===== src/common/mep_defines.svh =====
/*
 * Slot timing, address limits and reset values for the external bus port.
 * Assumes one machine cycle of fifteen clock slots; included by bare name.
 */
`ifndef MEP_DEFINES_SVH
`define MEP_DEFINES_SVH

// Slot positions inside one machine cycle
`define MEP_CYC_LAST 4'hE
`define MEP_ALE_ON 4'h1
`define MEP_ALE_OFF 4'h4
`define MEP_ADDR_OFF 4'h5
`define MEP_STB_ON 4'h6
`define MEP_STB_OFF 4'hD
`define MEP_SAMPLE 4'hC

// First address that lies above the internal program memory (2048)
`define MEP_ROM_LIMIT 12'h800

// Port output latch after reset: all ones, so pins read as inputs
`define MEP_PORT_RST 8'hFF

`endif


===== src/common/mep_pkg.sv =====
/*
 * Types shared by the external bus port: transfer kinds and run modes.
 * Assumes no other package; users write mep_pkg::name.
 */
package mep_pkg;

    typedef enum logic [2:0] {
        MEP_IDLE = 3'h0,
        MEP_FETCH = 3'h1,
        MEP_DRD = 3'h2,
        MEP_DWR = 3'h3,
        MEP_BIN = 3'h4,
        MEP_BOUT = 3'h5,
        MEP_XRD = 3'h6,
        MEP_XWR = 3'h7
    } mep_kind_type;

    typedef enum logic [1:0] {
        MEP_RUN = 2'h0,
        MEP_HALT = 2'h1,
        MEP_STEP = 2'h2,
        MEP_SLEEP = 2'h3
    } mep_mode_type;

endpackage : mep_pkg


===== src/rtl/mep_bus_port.sv =====
/*
 * External bus and pin control: multiplexed address/data bus with latch
 * strobe, fetch/read/write/expander strobes, two quasi-bidirectional ports,
 * test, event, interrupt, single-step and standby pins.
 * Assumes a core that offers one transfer per machine cycle on op_* and
 * pins that are synchronous to clk.
 */
`include "mep_defines.svh"

module mep_bus_port (
    input wire logic clk,
    input wire logic sys_rst,
    input wire logic op_valid,
    input wire mep_pkg::mep_kind_type op_kind,
    input wire logic [11:0] op_addr,
    input wire logic [7:0] op_wdata,
    input wire logic op_last,
    output logic op_ready,
    output logic [7:0] rd_data,
    output logic rd_valid,
    output logic fetch_external,
    input wire logic halt_request,
    input wire logic p1_write,
    input wire logic p2_write,
    input wire logic [7:0] port_wdata,
    output logic [7:0] p1_level,
    output logic [7:0] p2_level,
    input wire logic clock_output_enable_instr,
    input wire logic start_counting_instr,
    input wire logic stop_counting_instr,
    output logic tpz_level,
    output logic eci_level,
    output logic timer_event,
    output logic ext_int_request,
    output logic halted,
    output logic standby_active,
    output logic address_latch_strobe,
    output logic program_fetch_strobe_n,
    output logic read_strobe_n,
    output logic write_strobe_n,
    output logic expander_strobe_n,
    input wire logic [7:0] bus_data_lines_i,
    output logic [7:0] bus_data_lines_o,
    output logic bus_data_lines_oe,
    input wire logic [7:0] first_port_lines_i,
    output logic [7:0] first_port_lines_o,
    output logic [7:0] first_port_lines_oe,
    input wire logic [7:0] second_port_lines_i,
    output logic [7:0] second_port_lines_o,
    output logic [7:0] second_port_lines_oe,
    input wire logic test_pin_zero_i,
    output logic test_pin_zero_o,
    output logic test_pin_zero_oe,
    input wire logic event_count_input,
    input wire logic int_n,
    input wire logic external_fetch_force,
    input wire logic single_step_n,
    input wire logic standby_input_n
);

    typedef struct packed {
        logic [3:0] slot;
        mep_pkg::mep_kind_type kind;
        logic ext;
        logic [11:0] addr;
        logic [7:0] wdata;
        logic last;
        logic halt_pend;
        mep_pkg::mep_mode_type mode;
        logic [7:0] blatch;
        logic bdrv;
        logic [7:0] rdata;
        logic rvalid;
        logic tpz_en;
        logic tpz_lvl;
        logic cnt_en;
        logic eci_prev;
        logic evt;
        logic intr;
    } mep_state_type;

    mep_state_type st_q;
    mep_state_type st_d;

    logic run;
    logic cyc_end;
    logic step_stop;
    logic addr_kind;
    logic rd_kind;
    logic xfer_kind;
    logic [7:0] p2_ovr_en;
    logic [7:0] p2_ovr_oe;
    logic [7:0] p2_ovr_val;

    assign run = (st_q.mode == mep_pkg::MEP_RUN);
    assign cyc_end = (st_q.slot == `MEP_CYC_LAST);
    assign step_stop = st_q.last && !single_step_n;
    assign addr_kind = (st_q.kind == mep_pkg::MEP_FETCH && st_q.ext) ||
                       st_q.kind == mep_pkg::MEP_DRD || st_q.kind == mep_pkg::MEP_DWR;
    assign rd_kind = (st_q.kind == mep_pkg::MEP_FETCH && st_q.ext) ||
                     st_q.kind == mep_pkg::MEP_DRD || st_q.kind == mep_pkg::MEP_BIN;
    assign xfer_kind = st_q.kind == mep_pkg::MEP_XRD || st_q.kind == mep_pkg::MEP_XWR;

    // A new transfer is taken only at a cycle boundary that does not stop
    assign op_ready = run && cyc_end && !st_q.halt_pend && !step_stop && standby_input_n;

    always_comb
    begin
        st_d = st_q;
        st_d.rvalid = 1'b0;
        st_d.evt = 1'b0;
        st_d.tpz_lvl = test_pin_zero_i;
        st_d.intr = !int_n;
        st_d.eci_prev = event_count_input;
        if (clock_output_enable_instr)
        begin
            st_d.tpz_en = 1'b1;
        end
        if (start_counting_instr)
        begin
            st_d.cnt_en = 1'b1;
        end
        else if (stop_counting_instr)
        begin
            st_d.cnt_en = 1'b0;
        end
        // High-to-low edge on test pin one counts one event
        if (st_q.cnt_en && st_q.eci_prev && !event_count_input)
        begin
            st_d.evt = 1'b1;
        end
        if (halt_request)
        begin
            st_d.halt_pend = 1'b1;
        end
        if (!standby_input_n)
        begin
            // Standby left only through reset
            st_d.mode = mep_pkg::MEP_SLEEP;
            st_d.slot = `MEP_CYC_LAST;
            st_d.kind = mep_pkg::MEP_IDLE;
        end
        else
        begin
            unique case (st_q.mode)
                mep_pkg::MEP_RUN:
                begin
                    if (!cyc_end)
                    begin
                        st_d.slot = st_q.slot + 4'h1;
                    end
                    else if (st_q.halt_pend || halt_request)
                    begin
                        st_d.mode = mep_pkg::MEP_HALT;
                        st_d.halt_pend = 1'b0;
                        st_d.kind = mep_pkg::MEP_IDLE;
                    end
                    else if (step_stop)
                    begin
                        st_d.mode = mep_pkg::MEP_STEP;
                        st_d.kind = mep_pkg::MEP_IDLE;
                        st_d.last = 1'b0;
                    end
                    else
                    begin
                        st_d.slot = 4'h0;
                        st_d.kind = op_valid ? op_kind : mep_pkg::MEP_IDLE;
                        st_d.addr = op_addr;
                        st_d.wdata = op_wdata;
                        st_d.last = op_valid && op_last;
                        st_d.ext = external_fetch_force || (op_addr >= `MEP_ROM_LIMIT);
                    end
                end
                mep_pkg::MEP_HALT:
                begin
                    if (!int_n)
                    begin
                        st_d.mode = mep_pkg::MEP_RUN;
                    end
                end
                mep_pkg::MEP_STEP:
                begin
                    if (single_step_n)
                    begin
                        st_d.mode = mep_pkg::MEP_RUN;
                    end
                end
                mep_pkg::MEP_SLEEP:
                begin
                    st_d.mode = mep_pkg::MEP_SLEEP;
                end
            endcase
        end
        if (run && st_q.slot == `MEP_ADDR_OFF)
        begin
            if (st_q.kind == mep_pkg::MEP_BOUT)
            begin
                st_d.blatch = st_q.wdata;
                st_d.bdrv = 1'b1;
            end
            else if (st_q.kind == mep_pkg::MEP_BIN)
            begin
                st_d.bdrv = 1'b0;
            end
        end
        // Sample in the last strobe slot, while the source still drives
        if (run && st_q.slot == `MEP_SAMPLE)
        begin
            if (rd_kind)
            begin
                st_d.rdata = bus_data_lines_i;
                st_d.rvalid = 1'b1;
            end
            else if (st_q.kind == mep_pkg::MEP_XRD)
            begin
                st_d.rdata = {4'h0, second_port_lines_i[7:4]};
                st_d.rvalid = 1'b1;
            end
        end
    end

    always_ff @(posedge clk)
    begin
        if (sys_rst)
        begin
            st_q <= '0;
            st_q.slot <= `MEP_CYC_LAST;
            st_q.kind <= mep_pkg::MEP_IDLE;
            // Standby is entered while the standby input is held low and left only through reset
            st_q.mode <= standby_input_n ? mep_pkg::MEP_RUN : mep_pkg::MEP_SLEEP;
            st_q.eci_prev <= 1'b1;
        end
        else
        begin
            st_q <= st_d;
        end
    end

    // Strobes: latch strobe high in slots 1..3, others low in slots 6..12
    logic ale_win;
    logic stb_win;
    assign ale_win = run && st_q.slot >= `MEP_ALE_ON && st_q.slot < `MEP_ALE_OFF;
    assign stb_win = run && st_q.slot >= `MEP_STB_ON && st_q.slot < `MEP_STB_OFF;

    assign address_latch_strobe = ale_win;
    assign program_fetch_strobe_n = !(stb_win && st_q.kind == mep_pkg::MEP_FETCH && st_q.ext);
    assign read_strobe_n = !(stb_win && (st_q.kind == mep_pkg::MEP_DRD ||
                                         st_q.kind == mep_pkg::MEP_BIN));
    assign write_strobe_n = !(stb_win && (st_q.kind == mep_pkg::MEP_DWR ||
                                          st_q.kind == mep_pkg::MEP_BOUT));
    assign expander_strobe_n = !(stb_win && xfer_kind);

    always_comb
    begin
        bus_data_lines_o = st_q.blatch;
        bus_data_lines_oe = st_q.bdrv;
        if (run && addr_kind && st_q.slot < `MEP_ADDR_OFF)
        begin
            bus_data_lines_o = st_q.addr[7:0];
            bus_data_lines_oe = 1'b1;
        end
        else if (run && st_q.kind == mep_pkg::MEP_DWR)
        begin
            bus_data_lines_o = st_q.wdata;
            bus_data_lines_oe = 1'b1;
        end
        else if (run && rd_kind)
        begin
            // Float a slot ahead of the read so nobody fights the source
            bus_data_lines_oe = 1'b0;
        end
    end

    always_comb
    begin
        p2_ovr_en = 8'h00;
        p2_ovr_oe = 8'h00;
        p2_ovr_val = 8'h00;
        if (run && st_q.kind == mep_pkg::MEP_FETCH && st_q.ext && st_q.slot < `MEP_STB_OFF)
        begin
            p2_ovr_en[3:0] = 4'hF;
            p2_ovr_oe[3:0] = 4'hF;
            p2_ovr_val[3:0] = st_q.addr[11:8];
        end
        if (run && xfer_kind)
        begin
            p2_ovr_en[7:4] = 4'hF;
            if (st_q.slot < `MEP_STB_ON)
            begin
                p2_ovr_oe[7:4] = 4'hF;
                p2_ovr_val[7:4] = st_q.addr[3:0];
            end
            else if (st_q.kind == mep_pkg::MEP_XWR)
            begin
                p2_ovr_oe[7:4] = 4'hF;
                p2_ovr_val[7:4] = st_q.wdata[3:0];
            end
            else
            begin
                p2_ovr_val[7:4] = 4'hF;
            end
        end
    end

    mep_qport #(.W(8)) u_port1 (
        .clk(clk),
        .sys_rst(sys_rst),
        .wr_stb(p1_write),
        .wr_data(port_wdata),
        .ovr_en(8'h00),
        .ovr_oe(8'h00),
        .ovr_val(8'h00),
        .pin_i(first_port_lines_i),
        .pin_o(first_port_lines_o),
        .pin_oe(first_port_lines_oe),
        .pin_level(p1_level)
    );

    mep_qport #(.W(8)) u_port2 (
        .clk(clk),
        .sys_rst(sys_rst),
        .wr_stb(p2_write),
        .wr_data(port_wdata),
        .ovr_en(p2_ovr_en),
        .ovr_oe(p2_ovr_oe),
        .ovr_val(p2_ovr_val),
        .pin_i(second_port_lines_i),
        .pin_o(second_port_lines_o),
        .pin_oe(second_port_lines_oe),
        .pin_level(p2_level)
    );

    // Machine-rate clock out; slot MSB gives one period per cycle
    assign test_pin_zero_o = st_q.slot[3];
    assign test_pin_zero_oe = st_q.tpz_en;
    assign tpz_level = st_q.tpz_lvl;
    assign eci_level = st_q.eci_prev;
    assign timer_event = st_q.evt;
    assign ext_int_request = st_q.intr;
    assign rd_data = st_q.rdata;
    assign rd_valid = st_q.rvalid;
    assign fetch_external = st_q.ext;
    assign halted = (st_q.mode == mep_pkg::MEP_HALT) || (st_q.mode == mep_pkg::MEP_STEP);
    assign standby_active = (st_q.mode == mep_pkg::MEP_SLEEP);
endmodule : mep_bus_port


===== src/rtl/mep_qport.sv =====
/*
 * Quasi-bidirectional port: output latch, weak-high pins, per-bit override.
 * Assumes an external pull-up on each pin; pins drive only lows unless overridden.
 */
`include "mep_defines.svh"

module mep_qport #(
    parameter int W = 8
) (
    input wire logic clk,
    input wire logic sys_rst,
    input wire logic wr_stb,
    input wire logic [W-1:0] wr_data,
    input wire logic [W-1:0] ovr_en,
    input wire logic [W-1:0] ovr_oe,
    input wire logic [W-1:0] ovr_val,
    input wire logic [W-1:0] pin_i,
    output logic [W-1:0] pin_o,
    output logic [W-1:0] pin_oe,
    output logic [W-1:0] pin_level
);

    typedef struct packed {
        logic [W-1:0] latch;
        logic [W-1:0] level;
    } mep_qstate_type;

    mep_qstate_type st_q;
    mep_qstate_type st_d;

    always_comb
    begin
        st_d = st_q;
        st_d.level = pin_i;
        if (wr_stb)
        begin
            st_d.latch = wr_data;
        end
    end

    always_ff @(posedge clk)
    begin
        if (sys_rst)
        begin
            // Latch comes up as ones, so the port reads as input at once
            st_q.latch <= W'(`MEP_PORT_RST);
            st_q.level <= '0;
        end
        else
        begin
            st_q <= st_d;
        end
    end

    // A one bit is only pulled high, so an outside driver may pull it low
    assign pin_o = (ovr_en & ovr_val) | (~ovr_en & st_q.latch);
    assign pin_oe = (ovr_en & ovr_oe) | (~ovr_en & ~st_q.latch);
    assign pin_level = st_q.level;

endmodule : mep_qport


===== config.mk =====
export PLATFORM = sky130hd
export DESIGN_NAME = mep_bus_port
export DESIGN_NICKNAME = d
export VERILOG_FILES = /design/src/common/mep_pkg.sv /design/src/rtl/mep_bus_port.sv /design/src/rtl/mep_qport.sv
export VERILOG_INCLUDE_DIRS = /design/src /design/src/common
export SDC_FILE = /design/constraint.sdc
export NUM_CORES = 1
export LEC_CHECK = 0
export BUFFER_PORTS_ARGS = -buffer_cell sky130_fd_sc_hd__clkbuf_2
export CAP_MARGIN = 20
export CORE_MARGIN = 4
export CORE_UTILIZATION = 53
export CTS_CLUSTER_SIZE = 25
export DETAILED_ROUTE_END_ITERATION = 7
export PLACE_DENSITY_LB_ADDON = 0.25
export SYNTH_ARGS = -nofsm -noshare
export SYNTH_HDL_FRONTEND = slang
export SYNTH_SLANG_ARGS = --single-unit

===== constraint.sdc =====
create_clock -name clk -period 5.9 [get_ports clk]
set_input_delay 1.18 -clock clk [delete_from_list [all_inputs] [get_ports clk]]
set_output_delay 1.18 -clock clk [all_outputs]
set_load 0.05 [all_outputs]

# After elaboration in Yosys (flattened, before gate mapping)
# Cells that the tools add are included.
[word_totals]
regBits = 88
inputBits = 71
wordCells = 167
[op_classes]
n_addsub = 1
magnitude_cmp = 7
n_eq_ne = 19
muxes = 45
bitwise_logic = 13
reduce_logical = 60
[ops]
columns = ["operator", "n"]
rows = [
  ["4-bit two-way mux", 12],
  ["9-bit two-way mux", 4],
  ["8-bit AND", 4],
  ["1-bit logical AND", 28],
  ["26-bit two-way mux", 1],
  ["8-bit two-way mux", 3],
  ["8-bit NOT", 3],
  ["8-bit OR", 2],
  ["1-bit two-way mux", 14],
  ["3-bit equality test, second input constant", 4],
  ["12-bit >= comparator, second input constant", 1],
  ["4-bit by 3-bit < comparator with 1-bit output, second input constant", 3],
  ["2-bit two-way mux", 6],
  ["3-bit two-way mux", 4],
  ["1-bit zero test", 9],
  ["1-bit logical OR", 9],
  ["4-bit equality test, second input constant", 2],
  ["4-bit inequality test, second input constant", 2],
  ["2-bit one-hot mux with 4 select lines", 1],
  ["2-bit AND reduction", 4],
  ["4-bit AND reduction", 2],
  ["3-bit by 2-bit equality test with 1-bit output, second input constant", 2],
  ["2-bit nonzero test", 3],
  ["5-bit by 3-bit inequality test with 1-bit output, second input constant", 1],
  ["15 further kinds", 21],
]

# Longest topological paths before layout
[depth]
depth_word = 8
mapped_depth = 9
mapped_depth_nobuf = 6

# Modules after synthesis
# Synthesis repeated with hierarchy kept, for this count alone.
[hier_totals]
cells_unflattened = 511
hier_area_um2 = 4405.5
[modules_own_cells]
columns = ["module", "n_inst", "cells_each", "area_each_um2", "seq_area_each_um2"]
rows = [
  ["mep_bus_port", 1, 363, 2936.6, 1141.1],
  ["mep_qport", 2, 74, 734.5, 320.3],
]

# Worst setup path after synthesis
# OpenSTA, ideal clock, no wires.
[synth_timing]
path_type = "input to output"
start = "in standby_input_n"
end = "out op_ready"
arrival_ns = 2.848
required_ns = 4.720
setup_slack_ns = 1.872
stages = 2
n_path_buf = 0
cell_sequence = "nand3_1 nor4_1"
[synth_via]
elab_chain_len = 1
[synth_rtl]
columns = ["element", "line", "source"]
rows = [
  ["start: declaration", "mep_bus_port.sv:58", "input wire logic standby_input_n"],
  ["1-bit logical AND", "mep_bus_port.sv:105", "assign op_ready = run && cyc_end && !st_q.halt_pend && !step_stop && standby_input_n;"],
  ["end: declaration", "mep_bus_port.sv:18", "output logic op_ready,"],
]
# Every way passes these cells.

# Worst setup path after layout
[layout_timing]
start = "reg st_q[24] in the netlist's numbering"
end = "out bus_data_lines_o[0]"
[layout_via]
elab_chain_len = 4
elab_cells_between_ends = 6
[layout_rtl]
columns = ["element", "line", "source"]
rows = [
  ["start: declaration", "mep_bus_port.sv:82", "mep_state_type st_q;"],
  ["start signal: assignment", "mep_bus_port.sv:235", "st_q <= st_d;"],
  ["2-bit zero test *", "mep_bus_port.sv:95", "assign run = (st_q.mode == mep_pkg::MEP_RUN);"],
  ["1-bit logical AND (on tied branches)", "mep_bus_port.sv:262, mep_bus_port.sv:257", ""],
  ["8-bit two-way mux / 1-bit logical AND (equally long branches)", "n/a", ""],
  ["8-bit two-way mux *", "mep_bus_port.sv:257", "if (run && addr_kind && st_q.slot < `MEP_ADDR_OFF)"],
  ["end: declaration", "mep_bus_port.sv:43", "output logic [7:0] bus_data_lines_o,"],
]
# Every way passes the cells marked *; elsewhere a longest branch is shown, timed or not.

==> results.yml <==
worst_setup_path:
  arrival_ps: 2950
  worstSetupPathType: "flip-flop to primary output"
  crit_path_end_kind: "primary output"
  slowest_stage: "nand4b_1"
  critPathRequiredTime_ps: 4720
  slowest_delay_ps: 650
  crit_chain: "inv_1 > ha_1 > nand4b_1 > nor2_1 > a21oi_1 > a21oi_1 > clkbuf_2"
  critPathMaxFanout: 17
  critPathLaunchType: "flip-flop"
  timing.critical_path.mode_cell: "a21oi_1"
logic_synthesis:
  synthArstFlopShare_pct: 0
  synth_ff_type: "dfxtp_1"
  yosysWarnings: 0
  synthCells: 453
  synth_edf_count: 2
  synth_area_per_cell_um2: 8.88
  synth_nets: 529
  synth-seq-cells: 88
  synth_cell_type_count: 48
  yosysSeqAreaShare_pct: 44.3
  synthesis.area_um2: 4020
sta:
  hold_viol: 0
  tns_ps: 0
  maxSlewHeadroom_pct: 48.4
  post-route-min-period_ps: 4130
  rsz0062_at_grt: "false"
  finalCritPeriodShare_pct: 70.0
  slew_viol_final: 0
  fmax_mhz: 242
  worst_slew_pin_slew_ps: 773
  finalSetupViolCount: 0
  fin_skew_ps: 7.00
grt:
  grt_first_pass_wirelength_um: 15600
  grt_pass1_vias: 3351
  grt_antenna_before_repair: 0
  grt-ovfl-total: 0
  gr-usage-all-layers_pct: 21.8
  grt_max_degree: 61
min_path:
  hold_class: "flip-flop to flip-flop"
floorplan:
  rows: 31
  die_height_um: 95.1
  dieWidth_um: 95.1
  coreArea_um2: 7330
  io-pin-count: 152
  die_area_um2: 9050
  initial_core_util_pct: 54.9
drt:
  route.detailed.drc: 0
  routed_wl_um: 9720
  ant_nets: 0
  wl_per_cell_um: 14.4
  first_pass_iters: 4
  via_count: 3495
  via_per_inst: 5.19
  drtIter0Drc: 152
power_and_ir_drop:
  p_leak_nw: 2.24
  max-vdd-ir-drop_uv: 110
  powerDensity_nw_per_um2: 250
clock_tree:
  cts.reportedPaths.clkPinSlew_ps: 80
  cts_setup_buffers: 0
  clk_path_buf_depth: 2
  clock_latency_ps: 350
  htreeDepth: 3
  cts_hold_buf: 0
  tritoncts: "done"
  cts_made_buffers: 9
  clock-sinks: 88
  cts_resized: 0
  root_buffer: "clkbuf_8"
placement:
  place.gp.congestion: 0.855
  io_buffers: 151
  dpl-instance-area_um2: 4630
  hpwl_um: 7160
cells_and_area:
  area_growth_syn_to_layout_pct: 19.2
  layout_commonest_cell: "clkbuf_2"
  layout-drive-gt1-share_pct: 30.7
  nets: 647
  antennaDiodeCount: 0
  design_area_um2: 4790
  nFillCells: 637
  final_cell_mix: "151 x clkbuf_2, 86 x dfxtp_1, 55 x nor2_1, 46 x mux2i_1, 43 x a21oi_1"
flow_run:
  maxCapViolCount: 0
outcome:
  status: "finished, final reports clean"
==> power by group <==
part	internal, W	switching (W)
Sequential	0.000617	0.0000126
Combinational	0.0000600	0.000150
Clock	0.000158	0.000202
==> critical path: cells and delay by family, from the launching register on <==
| family | cells | cell delay, ps |
|---|---|---|
| AOI/OAI and AO/OA | 2 | 240 |
| adders and majority gates | 1 | 590 |
| buffers and inverters | 2 | 440 |
| DFF | 1 | 430 |
| and+or+nand+nor | 2 | 910 |
==> through the flow <==
step / setup slack (ps) / std cells / power [W] / util [%] / hold slack [ps]
3_5_place_dp: 2140 / 658 / 0.000854 / 63.1 / 438
4_1_cts: 1760 / 672 / 0.00121 / 65.3 / 452
6_report: 1770 / 673 / 0.00120 / 65.4 / 451
5_1_grt: 1500 / 673 / 0.00125 / 65.4 / 469
3_3_place_gp: 2250 / 658 / 0.000850 / 63.1 / 420
2_1_floorplan: 1870 / 453 / 0.000796 / - / 410
==> synth_stat cells (5+ instances only) <==
master    count  area, µm²
dfxtp_1      86       1720
nor2_1       55        206
mux2i_1      46        460
a21oi_1      43        215
nand2_1      34        128
inv_1        23       86.3
nor2b_1      20        125
buf_4        19        143
o21ai_0      19       95.1
clkbuf_1     16       60.1
nand3_1      10       50.1
o211ai_1     10       75.1
buf_2         6       30.0
nor3_1        6       30.0
a211oi_1      5       37.5
ha_1          5       62.6
==> routing by layer <==
metal	up-vias	routed length, µm	track usage, %
li1	1757	-	-
met1	1602	4220	28.1
met2	125	4730	35.9
met3	11	687	4.58
met4	0	87	7.69
met5	-	0	0
==> sequential cells by signal (all words and copies together), names as in the netlist <==
register and count:
eci_level 1, ext_int_request 1, fetch_external 1, rd_data 8, rd_valid 1, st_q 40
test_pin_zero_o 1, test_pin_zero_oe 1, timer_event 1, tpz_level 1, u_port1.pin_level 8, u_port1.st_q 8
u_port2.pin_level 8, u_port2.st_q 8
==> kinds of logic (layout without fill, tap and decap cells) <==
| kind of cell | after synthesis | count (layout) | share of synthesized area, % |
|---|---|---|---|
| AND/OR/NAND/NOR | 148 | 148 | 18.6 |
| AO/OA/AOI/OAI | 94 | 94 | 14.2 |
| flip-flops | 88 | 88 | 44.3 |
| buffers and inverters | 70 | 191 | 9.52 |
| multiplexers | 46 | 46 | 11.4 |
| adder cells (fa/ha/maj) | 5 | 5 | 1.56 |
| XOR/XNOR | 2 | 2 | 0.436 |
==> worst paths after layout <==
| check | from | end | slack (ps) | cells after the start |
|---|---|---|---|---|
| setup / recovery | st_q[24] | bus_data_lines_o[0] | 1770 | 7 |
| hold / removal | st_q[3] | timer_event | 450 | 2 |
| setup reg to reg | st_q[24] | st_q[31] | 3330 | 7 |
| hold reg to reg | st_q[3] | timer_event | 450 | 2 |
==> final cells by class <==
cell class / instances / area (µm²) / area share (%)
Inverter: 23 / 86.3 / 1.80
Clock inverter: 4 / 21.3 / 0.444
Timing Repair Buffer: 154 / 778 / 16.2
Tap cell: 99 / 124 / 2.58
Clock buffer: 10 / 138 / 2.87
Sequential cell: 88 / 1780 / 37.2
Multi-Input combinational cell: 295 / 1860 / 38.9
(Power assumes the default switching activity.)
